### config.mk
export PLATFORM = sky130hd
export DESIGN_NAME = eac_top
export DESIGN_NICKNAME = d
export VERILOG_FILES = /design/src/include/eac_pkg.sv /design/src/include/eac_op_if.sv /design/src/rtl/eac_top.sv /design/src/rtl/eac_engine.sv
export SDC_FILE = /design/constraint.sdc
export NUM_CORES = 2
export LEC_CHECK = 0
export CAP_MARGIN = 10
export CORE_MARGIN = 2
export CORE_UTILIZATION = 38
export CTS_BUF_LIST = sky130_fd_sc_hd__clkbuf_4 sky130_fd_sc_hd__clkbuf_8 sky130_fd_sc_hd__clkbuf_16
export CTS_CLUSTER_DIAMETER = 40
export CTS_CLUSTER_SIZE = 24
export DETAILED_ROUTE_END_ITERATION = 12
export DONT_BUFFER_PORTS = 1
export SETUP_SLACK_MARGIN = 0.15
export SLEW_MARGIN = 20
export SYNTH_ARGS = -nofsm -noshare
export SYNTH_HDL_FRONTEND = slang
export SYNTH_HIERARCHICAL = 1
export SYNTH_SLANG_ARGS = --single-unit
### constraint.sdc
create_clock -name CLK -period 4.75 [get_ports CLK]
set_input_delay 0.475 -clock CLK [delete_from_list [all_inputs] [get_ports CLK]]
set_output_delay 0.475 -clock CLK [all_outputs]
set_load 0.005 [all_outputs]
### src/include/eac_pkg.sv
package eac_pkg;

  // ****************************************
  // register map
  // ****************************************
  localparam logic [31:0] OFF_CONTROL = 32'h0000_0000;
  localparam logic [31:0] OFF_DATA = 32'h0000_0004;
  localparam logic [31:0] OFF_LOW_ADDRESS = 32'h0000_0008;
  localparam logic [31:0] OFF_IRQ_ENABLE1 = 32'h0000_000C;
  localparam logic [31:0] OFF_IRQ_ENABLE0 = 32'h0000_0010;

  // ****************************************
  // field positions and reset values
  // ****************************************
  localparam int BIT_DONE = 7;
  localparam int BIT_VOLT_ERR = 6;
  localparam int BIT_MODE_HI = 5;
  localparam int BIT_MODE_LO = 4;
  localparam int BIT_ADDR8 = 0;
  localparam int BIT_IRQ_EN = 7;
  localparam logic [7:0] CONTROL_RST = 8'h00;
  localparam logic [7:0] DATA_RST = 8'h00;
  localparam logic [7:0] LOW_ADDRESS_RST = 8'h00;
  localparam logic [2:0] SIZE_WORD = 3'h2;

  // ****************************************
  // array geometry
  // ****************************************
  localparam int ADDR_W = 9;
  localparam int ARRAY_BYTES = 512;
  localparam int ROW_LSB = 6;

  // ****************************************
  // timing
  // ****************************************
  localparam int CLK_PERIOD_NS = 25;
  localparam int PROG_TIME_MS = 4;
  localparam int PROG_CYCLES_DFLT = PROG_TIME_MS * 1000000 / CLK_PERIOD_NS;
  localparam int READ_CYCLES = 3;

  // ****************************************
  // types
  // ****************************************
  typedef enum logic [1:0] {
    MODE_BYTE = 2'h0,
    MODE_RESERVED = 2'h1,
    MODE_ROW = 2'h2,
    MODE_BLOCK = 2'h3
  } eac_mode_t;

  typedef enum {
    REG_NONE,
    REG_CONTROL,
    REG_DATA,
    REG_LOW_ADDRESS,
    REG_IRQ_ENABLE1,
    REG_IRQ_ENABLE0
  } eac_reg_t;

endpackage

### src/include/eac_op_if.sv
interface eac_op_if;
  logic start;
  eac_pkg::eac_mode_t op;
  logic rd;
  logic [8:0] addr;
  logic [7:0] wdata;
  logic hv_fault;
  logic busy;
  logic done;
  logic done_rd;
  logic hv_err;
  logic [7:0] rdata;

  modport ctl (
    output start, op, rd, addr, wdata, hv_fault,
    input busy, done, done_rd, hv_err, rdata
  );
  modport eng (
    input start, op, rd, addr, wdata, hv_fault,
    output busy, done, done_rd, hv_err, rdata
  );
endinterface

### src/rtl/eac_top.sv
// Notes on behaviour
// - byte mode data then address starts programming
// - completion sets done flag in control bit 7
// - interrupt needs both enables and done flag
// - any reset clears the armed write state
// - unarmed address write after reset reads
// - last data written is the one programmed
// - data write arms only in byte mode
// - control keeps mode and address bit 8
// - row fill writes whole row, low six ignored
// - data register keeps pattern after fill
// - block mode address write fills whole array
// - each program or fill takes about 4 ms
// - voltage fault sets error flag in bit 6
// - mode bits 5:4: byte, reserved, row, block
//
// Our own choices: the register addresses and the AHB-Lite interface to the registers.
module eac_top #(
  parameter int PROG_CYCLES = eac_pkg::PROG_CYCLES_DFLT
) (
  input wire logic CLK,
  input wire logic RSTN,
  input wire logic HSEL,
  input wire logic [31:0] HADDR,
  input wire logic [1:0] HTRANS,
  input wire logic HWRITE,
  input wire logic [2:0] HSIZE,
  input wire logic [31:0] HWDATA,
  input wire logic HREADY,
  input wire logic HV_FAULT,
  output logic [31:0] HRDATA,
  output logic HREADYOUT,
  output logic HRESP,
  output logic IRQ
);

  // ****************************************
  // reset and pin synchronisers
  // ****************************************
  logic [1:0] rst_sync_q;
  logic rst_n;
  logic hv_meta_q;
  logic hv_sync_q;

  always_ff @(posedge CLK or negedge RSTN) begin
    if (!RSTN) begin
      rst_sync_q <= 2'h0;
    end else begin
      rst_sync_q <= {rst_sync_q[0], 1'b1};
    end
  end
  assign rst_n = rst_sync_q[1];

  always_ff @(posedge CLK or negedge rst_n) begin
    if (!rst_n) begin
      hv_meta_q <= 1'b0;
      hv_sync_q <= 1'b0;
    end else begin
      hv_meta_q <= HV_FAULT;
      hv_sync_q <= hv_meta_q;
    end
  end

  // ****************************************
  // state
  // ****************************************
  eac_op_if op_if ();
  logic take;
  logic wr_q;
  eac_pkg::eac_reg_t wreg_q;
  eac_pkg::eac_reg_t rreg;
  logic [7:0] rd_byte;
  logic [31:0] hrdata_q;
  logic ready_q;
  logic [7:0] wbyte;
  logic wr_ctrl;
  logic wr_data;
  logic wr_laddr;
  logic wr_irq_enable_reg1;
  logic wr_irq_enable_reg0;
  logic eng_busy;
  logic go;
  eac_pkg::eac_mode_t mode_q;
  logic addr8_q;
  logic done_flag_q;
  logic ee_voltage_error_flag_q;
  logic [7:0] data_q;
  logic [7:0] laddr_q;
  logic armed_q;
  logic ee_ie_q;
  logic gie_q;
  logic irq_q;
  logic start_q;
  eac_pkg::eac_mode_t op_q;
  logic op_rd_q;
  logic [8:0] op_addr_q;
  logic [7:0] op_wdata_q;

  function automatic eac_pkg::eac_reg_t reg_decode(input logic [31:0] a);
    if (a == eac_pkg::OFF_CONTROL) begin
      reg_decode = eac_pkg::REG_CONTROL;
    end else if (a == eac_pkg::OFF_DATA) begin
      reg_decode = eac_pkg::REG_DATA;
    end else if (a == eac_pkg::OFF_LOW_ADDRESS) begin
      reg_decode = eac_pkg::REG_LOW_ADDRESS;
    end else if (a == eac_pkg::OFF_IRQ_ENABLE1) begin
      reg_decode = eac_pkg::REG_IRQ_ENABLE1;
    end else if (a == eac_pkg::OFF_IRQ_ENABLE0) begin
      reg_decode = eac_pkg::REG_IRQ_ENABLE0;
    end else begin
      reg_decode = eac_pkg::REG_NONE;
    end
  endfunction

  // ****************************************
  // bus slave
  // ****************************************
  assign take = HSEL && HTRANS[1] && HREADY;
  assign rreg = reg_decode(HADDR);

  always_comb begin
    rd_byte = 8'h00;
    unique case (rreg)
      eac_pkg::REG_CONTROL: begin
        rd_byte[eac_pkg::BIT_DONE] = done_flag_q;
        rd_byte[eac_pkg::BIT_VOLT_ERR] = ee_voltage_error_flag_q;
        rd_byte[eac_pkg::BIT_MODE_HI:eac_pkg::BIT_MODE_LO] = mode_q;
        rd_byte[eac_pkg::BIT_ADDR8] = addr8_q;
      end
      eac_pkg::REG_DATA: rd_byte = data_q;
      eac_pkg::REG_LOW_ADDRESS: rd_byte = laddr_q;
      eac_pkg::REG_IRQ_ENABLE1: rd_byte[eac_pkg::BIT_IRQ_EN] = ee_ie_q;
      eac_pkg::REG_IRQ_ENABLE0: rd_byte[eac_pkg::BIT_IRQ_EN] = gie_q;
      eac_pkg::REG_NONE: rd_byte = 8'h00;
    endcase
  end

  always_ff @(posedge CLK or negedge rst_n) begin
    if (!rst_n) begin
      wr_q <= 1'b0;
      wreg_q <= eac_pkg::REG_NONE;
      hrdata_q <= 32'h0000_0000;
      ready_q <= 1'b1;
    end else begin
      wr_q <= take && HWRITE && (HSIZE == eac_pkg::SIZE_WORD);
      wreg_q <= rreg;
      ready_q <= 1'b1;
      if (take && !HWRITE) begin
        hrdata_q <= {24'h00_0000, rd_byte};
      end
    end
  end

  assign wbyte = HWDATA[7:0];
  assign wr_ctrl = wr_q && (wreg_q == eac_pkg::REG_CONTROL);
  assign wr_data = wr_q && (wreg_q == eac_pkg::REG_DATA);
  assign wr_laddr = wr_q && (wreg_q == eac_pkg::REG_LOW_ADDRESS);
  assign wr_irq_enable_reg1 = wr_q && (wreg_q == eac_pkg::REG_IRQ_ENABLE1);
  assign wr_irq_enable_reg0 = wr_q && (wreg_q == eac_pkg::REG_IRQ_ENABLE0);

  // ****************************************
  // control register
  // ****************************************
  always_ff @(posedge CLK or negedge rst_n) begin
    if (!rst_n) begin
      mode_q <= eac_pkg::eac_mode_t'(
        eac_pkg::CONTROL_RST[eac_pkg::BIT_MODE_HI:eac_pkg::BIT_MODE_LO]);
      addr8_q <= eac_pkg::CONTROL_RST[eac_pkg::BIT_ADDR8];
    end else if (wr_ctrl) begin
      mode_q <= eac_pkg::eac_mode_t'(
        wbyte[eac_pkg::BIT_MODE_HI:eac_pkg::BIT_MODE_LO]);
      addr8_q <= wbyte[eac_pkg::BIT_ADDR8];
    end
  end

  // completion wins over a clearing write in the same cycle
  always_ff @(posedge CLK or negedge rst_n) begin
    if (!rst_n) begin
      done_flag_q <= eac_pkg::CONTROL_RST[eac_pkg::BIT_DONE];
    end else if (op_if.done) begin
      done_flag_q <= 1'b1;
    end else if (wr_ctrl && !wbyte[eac_pkg::BIT_DONE]) begin
      done_flag_q <= 1'b0;
    end
  end

  always_ff @(posedge CLK or negedge rst_n) begin
    if (!rst_n) begin
      ee_voltage_error_flag_q <= eac_pkg::CONTROL_RST[eac_pkg::BIT_VOLT_ERR];
    end else if (op_if.hv_err) begin
      ee_voltage_error_flag_q <= 1'b1;
    end else if (wr_ctrl && !wbyte[eac_pkg::BIT_VOLT_ERR]) begin
      ee_voltage_error_flag_q <= 1'b0;
    end
  end

  // ****************************************
  // data, address and enables
  // ****************************************
  always_ff @(posedge CLK or negedge rst_n) begin
    if (!rst_n) begin
      data_q <= eac_pkg::DATA_RST;
    end else if (wr_data) begin
      data_q <= wbyte;
    end else if (op_if.done_rd) begin
      data_q <= op_if.rdata;
    end
  end

  always_ff @(posedge CLK or negedge rst_n) begin
    if (!rst_n) begin
      laddr_q <= eac_pkg::LOW_ADDRESS_RST;
    end else if (wr_laddr) begin
      laddr_q <= wbyte;
    end
  end

  always_ff @(posedge CLK or negedge rst_n) begin
    if (!rst_n) begin
      ee_ie_q <= 1'b0;
      gie_q <= 1'b0;
    end else begin
      if (wr_irq_enable_reg1) begin
        ee_ie_q <= wbyte[eac_pkg::BIT_IRQ_EN];
      end
      if (wr_irq_enable_reg0) begin
        gie_q <= wbyte[eac_pkg::BIT_IRQ_EN];
      end
    end
  end

  always_ff @(posedge CLK or negedge rst_n) begin
    if (!rst_n) begin
      irq_q <= 1'b0;
    end else begin
      irq_q <= done_flag_q && ee_ie_q && gie_q;
    end
  end

  // ****************************************
  // operation launch
  // ****************************************
  assign eng_busy = op_if.busy || start_q;
  assign go = wr_laddr && !eng_busy &&
              (mode_q != eac_pkg::MODE_RESERVED);

  always_ff @(posedge CLK or negedge rst_n) begin
    if (!rst_n) begin
      armed_q <= 1'b0;
    end else if (wr_data && mode_q == eac_pkg::MODE_BYTE) begin
      armed_q <= 1'b1;
    end else if (go && mode_q == eac_pkg::MODE_BYTE) begin
      armed_q <= 1'b0;
    end
  end

  always_ff @(posedge CLK or negedge rst_n) begin
    if (!rst_n) begin
      start_q <= 1'b0;
      op_q <= eac_pkg::MODE_BYTE;
      op_rd_q <= 1'b0;
      op_addr_q <= '0;
      op_wdata_q <= '0;
    end else begin
      start_q <= go;
      if (go) begin
        op_q <= mode_q;
        op_rd_q <= (mode_q == eac_pkg::MODE_BYTE) && !armed_q;
        op_addr_q <= {addr8_q, wbyte};
        op_wdata_q <= data_q;
      end
    end
  end

  assign op_if.start = start_q;
  assign op_if.op = op_q;
  assign op_if.rd = op_rd_q;
  assign op_if.addr = op_addr_q;
  assign op_if.wdata = op_wdata_q;
  assign op_if.hv_fault = hv_sync_q;

  eac_engine #(
    .PROG_CYCLES(PROG_CYCLES)
  ) u_engine (
    .clk(CLK),
    .rst_n(rst_n),
    .op_if(op_if)
  );

  assign HRDATA = hrdata_q;
  assign HREADYOUT = ready_q;
  assign HRESP = 1'b0;
  assign IRQ = irq_q;
endmodule

### src/rtl/eac_engine.sv
module eac_engine #(
  parameter int PROG_CYCLES = eac_pkg::PROG_CYCLES_DFLT
) (
  input wire logic clk,
  input wire logic rst_n,
  eac_op_if.eng op_if
);

  // ****************************************
  // sequencing
  // ****************************************
  localparam int CW = $clog2(PROG_CYCLES + 1);

  typedef enum {ENG_IDLE, ENG_RUN} eac_eng_state_t;

  eac_eng_state_t state_q;
  logic [CW-1:0] cnt_q;
  eac_pkg::eac_mode_t op_q;
  logic rd_q;
  logic [8:0] addr_q;
  logic [7:0] data_q;
  logic fault_q;
  logic done_q;
  logic done_rd_q;
  logic hv_err_q;
  logic [7:0] rdata_q;
  logic [7:0] mem_q [eac_pkg::ARRAY_BYTES];
  logic [CW-1:0] last_c;
  logic finish;
  logic commit;
  logic fault_now;

  function automatic logic hits(input int unsigned idx,
                                input eac_pkg::eac_mode_t m,
                                input logic [8:0] a);
    logic [8:0] i9;
    i9 = 9'(idx);
    unique case (m)
      eac_pkg::MODE_BYTE: hits = (i9 == a);
      eac_pkg::MODE_RESERVED: hits = 1'b0;
      eac_pkg::MODE_ROW: hits = (i9[8:6] == a[8:6]);
      eac_pkg::MODE_BLOCK: hits = 1'b1;
    endcase
  endfunction

  // read is short, every program or fill takes the long count
  assign last_c = rd_q ? CW'(eac_pkg::READ_CYCLES - 1)
                       : CW'(PROG_CYCLES - 1);
  assign finish = (state_q == ENG_RUN) && (cnt_q == last_c);
  assign fault_now = fault_q | op_if.hv_fault;
  assign commit = finish && !rd_q && !fault_now;

  always_ff @(posedge clk or negedge rst_n) begin
    if (!rst_n) begin
      state_q <= ENG_IDLE;
    end else if (state_q == ENG_IDLE && op_if.start) begin
      state_q <= ENG_RUN;
    end else if (finish) begin
      state_q <= ENG_IDLE;
    end
  end

  always_ff @(posedge clk or negedge rst_n) begin
    if (!rst_n) begin
      cnt_q <= '0;
    end else if (state_q == ENG_RUN) begin
      cnt_q <= cnt_q + 1'b1;
    end else begin
      cnt_q <= '0;
    end
  end

  always_ff @(posedge clk or negedge rst_n) begin
    if (!rst_n) begin
      op_q <= eac_pkg::MODE_BYTE;
      rd_q <= 1'b0;
      addr_q <= '0;
      data_q <= '0;
    end else if (state_q == ENG_IDLE && op_if.start) begin
      op_q <= op_if.op;
      rd_q <= op_if.rd;
      addr_q <= op_if.addr;
      data_q <= op_if.wdata;
    end
  end

  always_ff @(posedge clk or negedge rst_n) begin
    if (!rst_n) begin
      fault_q <= 1'b0;
    end else if (state_q == ENG_IDLE) begin
      fault_q <= 1'b0;
    end else if (op_if.hv_fault) begin
      fault_q <= 1'b1;
    end
  end

  always_ff @(posedge clk or negedge rst_n) begin
    if (!rst_n) begin
      done_q <= 1'b0;
      done_rd_q <= 1'b0;
      hv_err_q <= 1'b0;
      rdata_q <= '0;
    end else begin
      done_q <= finish;
      done_rd_q <= finish && rd_q;
      hv_err_q <= finish && !rd_q && fault_now;
      if (finish && rd_q) begin
        rdata_q <= mem_q[addr_q];
      end
    end
  end

  // ****************************************
  // storage
  // ****************************************
  for (genvar g = 0; g < eac_pkg::ARRAY_BYTES; g++) begin : g_cell
    always_ff @(posedge clk) begin
      if (commit && hits(g, op_q, addr_q)) begin
        mem_q[g] <= data_q;
      end
    end
  end

  assign op_if.busy = (state_q == ENG_RUN);
  assign op_if.done = done_q;
  assign op_if.done_rd = done_rd_q;
  assign op_if.hv_err = hv_err_q;
  assign op_if.rdata = rdata_q;

  // ****************************************
  // checks
  // ****************************************
  int len_q;
  always_ff @(posedge clk or negedge rst_n) begin
    if (!rst_n) begin
      len_q <= 0;
    end else if (state_q == ENG_RUN) begin
      len_q <= len_q + 1;
    end else begin
      len_q <= 0;
    end
  end
endmodule

# == After elaboration in Yosys (flattened, before gate mapping) ==
# Memory sizes are Yosys's and may differ from the RTL's. A register that Yosys moved wholly into a read port is not among the register bits.
# Cells that the tools add are included.
# W data, S select, Z words.
# word_totals
latch_bits,0
memories,1
mem_bits_ro,0
elab_cells,2691
inputBits,75
regBits,165
mem_bits_rw,4096
output_inout_bits,35
# op_classes
bitwise,1
reduce_logical,559
order_cmp,0
n_mul,0
shifts,0
mux,1559
n_div,0
add_sub_neg,1
eq_ne,539
# memory_table
memory,depth,word_bits,read_ports,rd_clocked_by_memory_dff,write_ports,line,text
u_engine.mem_q,512,8,1,1,512,eac_engine.sv:27,logic [7:0] mem_q [eac_pkg::ARRAY_BYTES];
# ops
cell,count
$eq A9 B9 Y1 const A,256
$pmux W1 S4,512
$eq A8 B9 Y1 const A,128
$mux W1,1032
$eq A7 B9 Y1 const A,64
$logic_and A1 B1 Y1,537
$eq A6 B9 Y1 const A,32
$eq A32 B3 Y1 const B,5
$eq A5 B9 Y1 const A,16
$eq A32 B2 Y1 const B,4
$eq A32 B4 Y1 const B,4
$mux W32,4
$logic_not A32 Y1,3
$eq A4 B9 Y1 const A,8
$eq A3 B9 Y1 const A,4
$mux W18,2
$eq A32 B1 Y1 const B,1
$eq A32 B5 Y1 const B,1
$add A18 B1 Y18 const B,1
$eq A18 B18 Y1,1
$eq A2 B9 Y1 const A,2
$mux W8,2
$eq A3 B3 Y1 const A,4
$reduce_bool A2 Y1,6
other kinds (18),30

# == Longest topological paths before layout ==
# logic_depth
depth_word,8
mapped_depth,14
ltp_nobuf,8

# == By module ==
# Netlist, hierarchy kept.
# by_module_without_submodules
module,area_each_um2,n_inst,cells_each
eac_engine,164170.0,1,8050
eac_top,2945.3,1,247

# == Worst setup path after synthesis ==
# No wires, ideal clock.
# synth_timing
path_kind,register to register
from,reg u_engine.data_q[0]
to,"mem u_engine.mem_q[0][0], data pin"
synth_period_minus_slack_ns,7.466
path_stages_with_launch,1
slack_ns,-2.716
setup_ns,1.404
arrival_ns,6.062
cell_sequence,dfrtp_1
# synth_lines
item,line,text
from (decl),eac_engine.sv:21,logic [7:0] data_q;
from (signal assigned),eac_engine.sv:83,data_q <= op_if.wdata;
to (decl),eac_engine.sv:27,

==> results.json <==
{
  "crit_top_cell": "buf_4",
  "gp_congestion": 0.862,
  "cts.path.max_buffers": 4,
  "place_hpwl_mm": 304,
  "avgSynthCellArea_um2": 20.1,
  "status": "completed",
  "drt_iter0_markers": 11900,
  "final_layout_size_suffix_gt1_frac": 0.317,
  "fmax_mhz": 231,
  "ys.flop_type": "edfxtp_1",
  "syn_inst": 8297,
  "crit_chain": "buf_12 > mux4_2 > and2_1 > a211oi_1 > a2111oi_0 > buf_4 > a31oi_1 > nor3_1 > a2111oi_1 > buf_4 > a21oi_1",
  "ys_ff_latch": 4209,
  "synth_top_area_frac": 0.736,
  "yosys_warnings": 6,
  "grt_max_degree": 189,
  "p_per_area_nw_per_um2": 394,
  "portBuffers": 0,
  "min_period_ns": 4.34,
  "rsz0062_at_grt": "no",
  "wirelength_mm": 481,
  "synth_compound_area_frac": 0.0355,
  "grt_overflow": 0,
  "cts_root_buffer": "clkbuf_16",
  "slew_headroom": 0.103,
  "synth_area_leaders": "edfxtp_1 74%, mux4_2 14%, a21oi_1 1.8%, mux2i_1 1.7%, dfrtp_1 1.7%",
  "rows": 243,
  "final_nets": 9285,
  "power_uw": 77600,
  "fin_skew_ns": 0.0747,
  "hold_buffers": 30,
  "critPathMaxFanout": 38,
  "tightest_slew_ns": 1.35,
  "synth.area.mux_share": 0.163,
  "synthAdderAreaFrac": 0.0000749,
  "cts_buffers": 460,
  "synthArstFlopShare": 0.0268,
  "die_w_um": 667,
  "drc_errors": 0,
  "start_util": 0.382,
  "post_cts_resized": 0,
  "yosys.area_share.simple": 0.0283,
  "antenna_left": 0,
  "yosys-top-cells-count": "4096 x edfxtp_1, 1042 x mux4_2, 664 x nand2_1",
  "syn_area_um2": 167000,
  "cp-start-kind": "flop",
  "cts_max_level": 5,
  "routed_via_density": 5.81,
  "slowest_stage": "dfrtp_4",
  "drt_pass1_iterations": 6,
  "ys_seq_area_frac": 0.753,
  "cts.sinks": 4209,
  "post_cts_buffers": 0,
  "crit_type": "reg2reg",
  "core_area_um2": 438000,
  "area_growth_pct": 17.8,
  "synth-edff-count": 4096,
  "cts_tree": "done",
  "dieHeight_um": 667,
  "setup_viol": 0,
  "via_count": 89300,
  "clk_latency_ns": 1.01,
  "synth_xor_area_frac": 0.000681,
  "grt_pass1_wl_mm": 676,
  "wl_per_cell_um": 31.3,
  "synth.distinct_cells": 79,
  "max_stage_delay_ns": 1.02,
  "crit_required_ns": 5.61,
  "path_clk_slew_ns": 0.06,
  "worstPathArrival_ns": 5.20,
  "vdd.ir_drop.worst_mv": 0.397,
  "drv_cap": 0,
  "p_leak_uw": 0.0511,
  "endpoint_kind": "flop",
  "tns_ns": 0,
  "synth.most_common_cell": "edfxtp_1",
  "yosys.area.top_type": "edfxtp_1",
  "dieArea_um2": 445000,
  "slew_viol_final": 0,
  "grt_usage": 0.212,
  "hold_path.class": "in2reg",
  "synth_top_family_by_area": "multiplexers",
  "grt_pass1_vias": 88500,
  "ios": 110,
  "antenna_found_initial": 31,
  "period_share": 0.913,
  "hold_viol_final": 0
}
-- report_power, final --
group          internal, uW  switching (uW)
combinational          25.7            37.5
clock                 21400           16000
sequential            40100            13.7
total                 61500           16100
-- layout make-up --
type | instances | area [um2]
flip-flops and latches | 4209 | 126000
well taps | 5757 | 7200
multi-input cells | 3506 | 38400
diodes | 7 | 17.5
clock buffers | 494 | 11900
fillers | 36700 | 241000
repair buffers | 1022 | 8960
clock inverters | 374 | 4430
inverters | 10 | 37.5
-- path summary, 6_finish.rpt --
kind                       slack (ns)               start  cells past startpoint                       to
max reg2reg                      0.41  u_engine/addr_q[1]                     11  u_engine/op_if.rdata[7]
max                              0.41  u_engine/addr_q[1]                     11  u_engine/op_if.rdata[7]
min reg2reg                      0.36       rst_sync_q[1]                      0                HRDATA[2]
min in group asynchronous        0.28                RSTN                      2            rst_sync_q[0]
max in group asynchronous        2.97       rst_sync_q[1]                      1       u_engine/addr_q[5]
min                              0.07            HV_FAULT                      1                hv_meta_q
-- per-layer routing --
layer	part of all wire	global-route usage	routed length [um]	vias up
met5	0.00026	0	124	-
met4	0.041	0.0789	19700	18
met3	0.098	0.0412	47200	871
met2	0.47	0.338	228000	4759
met1	0.39	0.289	186000	47500
li1	-	-	-	36100
-- registers in the layout, summed over array words and instances (netlist names), 2 cells and up --
signal,flops
u_engine/mem_q,4096
u_engine/cnt_q,18
op_addr_q,9
u_engine/addr_q,9
HRDATA,8
data_q,8
laddr_q,8
op_if.wdata,8
u_engine/data_q,8
u_engine/op_if.rdata,8
wreg_q,3
mode_q,2
op_if.op,2
rst_sync_q,2
u_engine/op_q,2
-- through the flow --
step | area (um2) | cells | hold WS [ns] | utilization | setup WS, ns
after floorplan | 167000 | 8322 | 0.179 | - | 0.468
after global placement | 180000 | 14500 | 0.179 | 0.412 | 0.507
after detailed placement | 180000 | 14500 | 0.179 | 0.412 | 0.478
after CTS | 197000 | 15400 | 0.000129 | 0.450 | 0.417
after global routing | 197000 | 15400 | 0.0476 | 0.450 | 0.272
final | 197000 | 15400 | 0.0748 | 0.450 | 0.412
-- layout by cell type, fill, tap and decap left out, drive strengths merged, types with 9 or more instances in the layout --
| master | netlist | routed |
|---|---|---|
| edfxtp | 4096 | 4096 |
| mux4 | 1042 | 1042 |
| buf | 346 | 992 |
| nand2 | 664 | 664 |
| a21oi | 589 | 589 |
| clkbuf | 251 | 494 |
| mux2i | 283 | 283 |
| clkinv | 0 | 156 |
| inv | 10 | 128 |
| dfrtp | 113 | 113 |
| a22oi | 108 | 108 |
| nor2 | 95 | 95 |
| o21ai | 84 | 84 |
| o22ai | 74 | 74 |
| mux2 | 73 | 73 |
| nor3 | 60 | 60 |
| nand3 | 57 | 57 |
| clkinvlp | 0 | 52 |
| bufinv | 0 | 48 |
| dlygate4sd3 | 0 | 30 |
| conb | 2 | 27 |
| and2 | 27 | 27 |
| nor2b | 27 | 27 |
| nor4 | 27 | 27 |
| nand4 | 26 | 26 |
| a22o | 23 | 23 |
| a211oi | 23 | 23 |
| a221oi | 20 | 20 |
| nand2b | 14 | 14 |
| or3 | 12 | 12 |
| a31oi | 12 | 12 |
| a2111oi | 12 | 12 |
| xnor2 | 10 | 10 |
| or4 | 9 | 9 |
-- worst max-delay path: cells and delay by family, from the launching register on --
kind	cells	cell delay (ns)
AOI/OAI and AO/OA	5	1.50
and+or+nand+nor	2	0.27
buffers and inverters	3	0.75
muxes	1	0.55
DFF	1	1.02
-- cells by family (layout without fill, tap and decap cells) --
family,Yosys count,count (layout)
buffers and inverters,607,1900
adder cells (fa/ha/maj),1,1
AO/OA/AOI/OAI,1010,1010
other,2,34
AND/OR/NAND/NOR,1057,1057
XOR/XNOR,13,13
multiplexers,1398,1398
flip-flops,4209,4209
No activity file was read; power rests on OpenSTA's default activity.
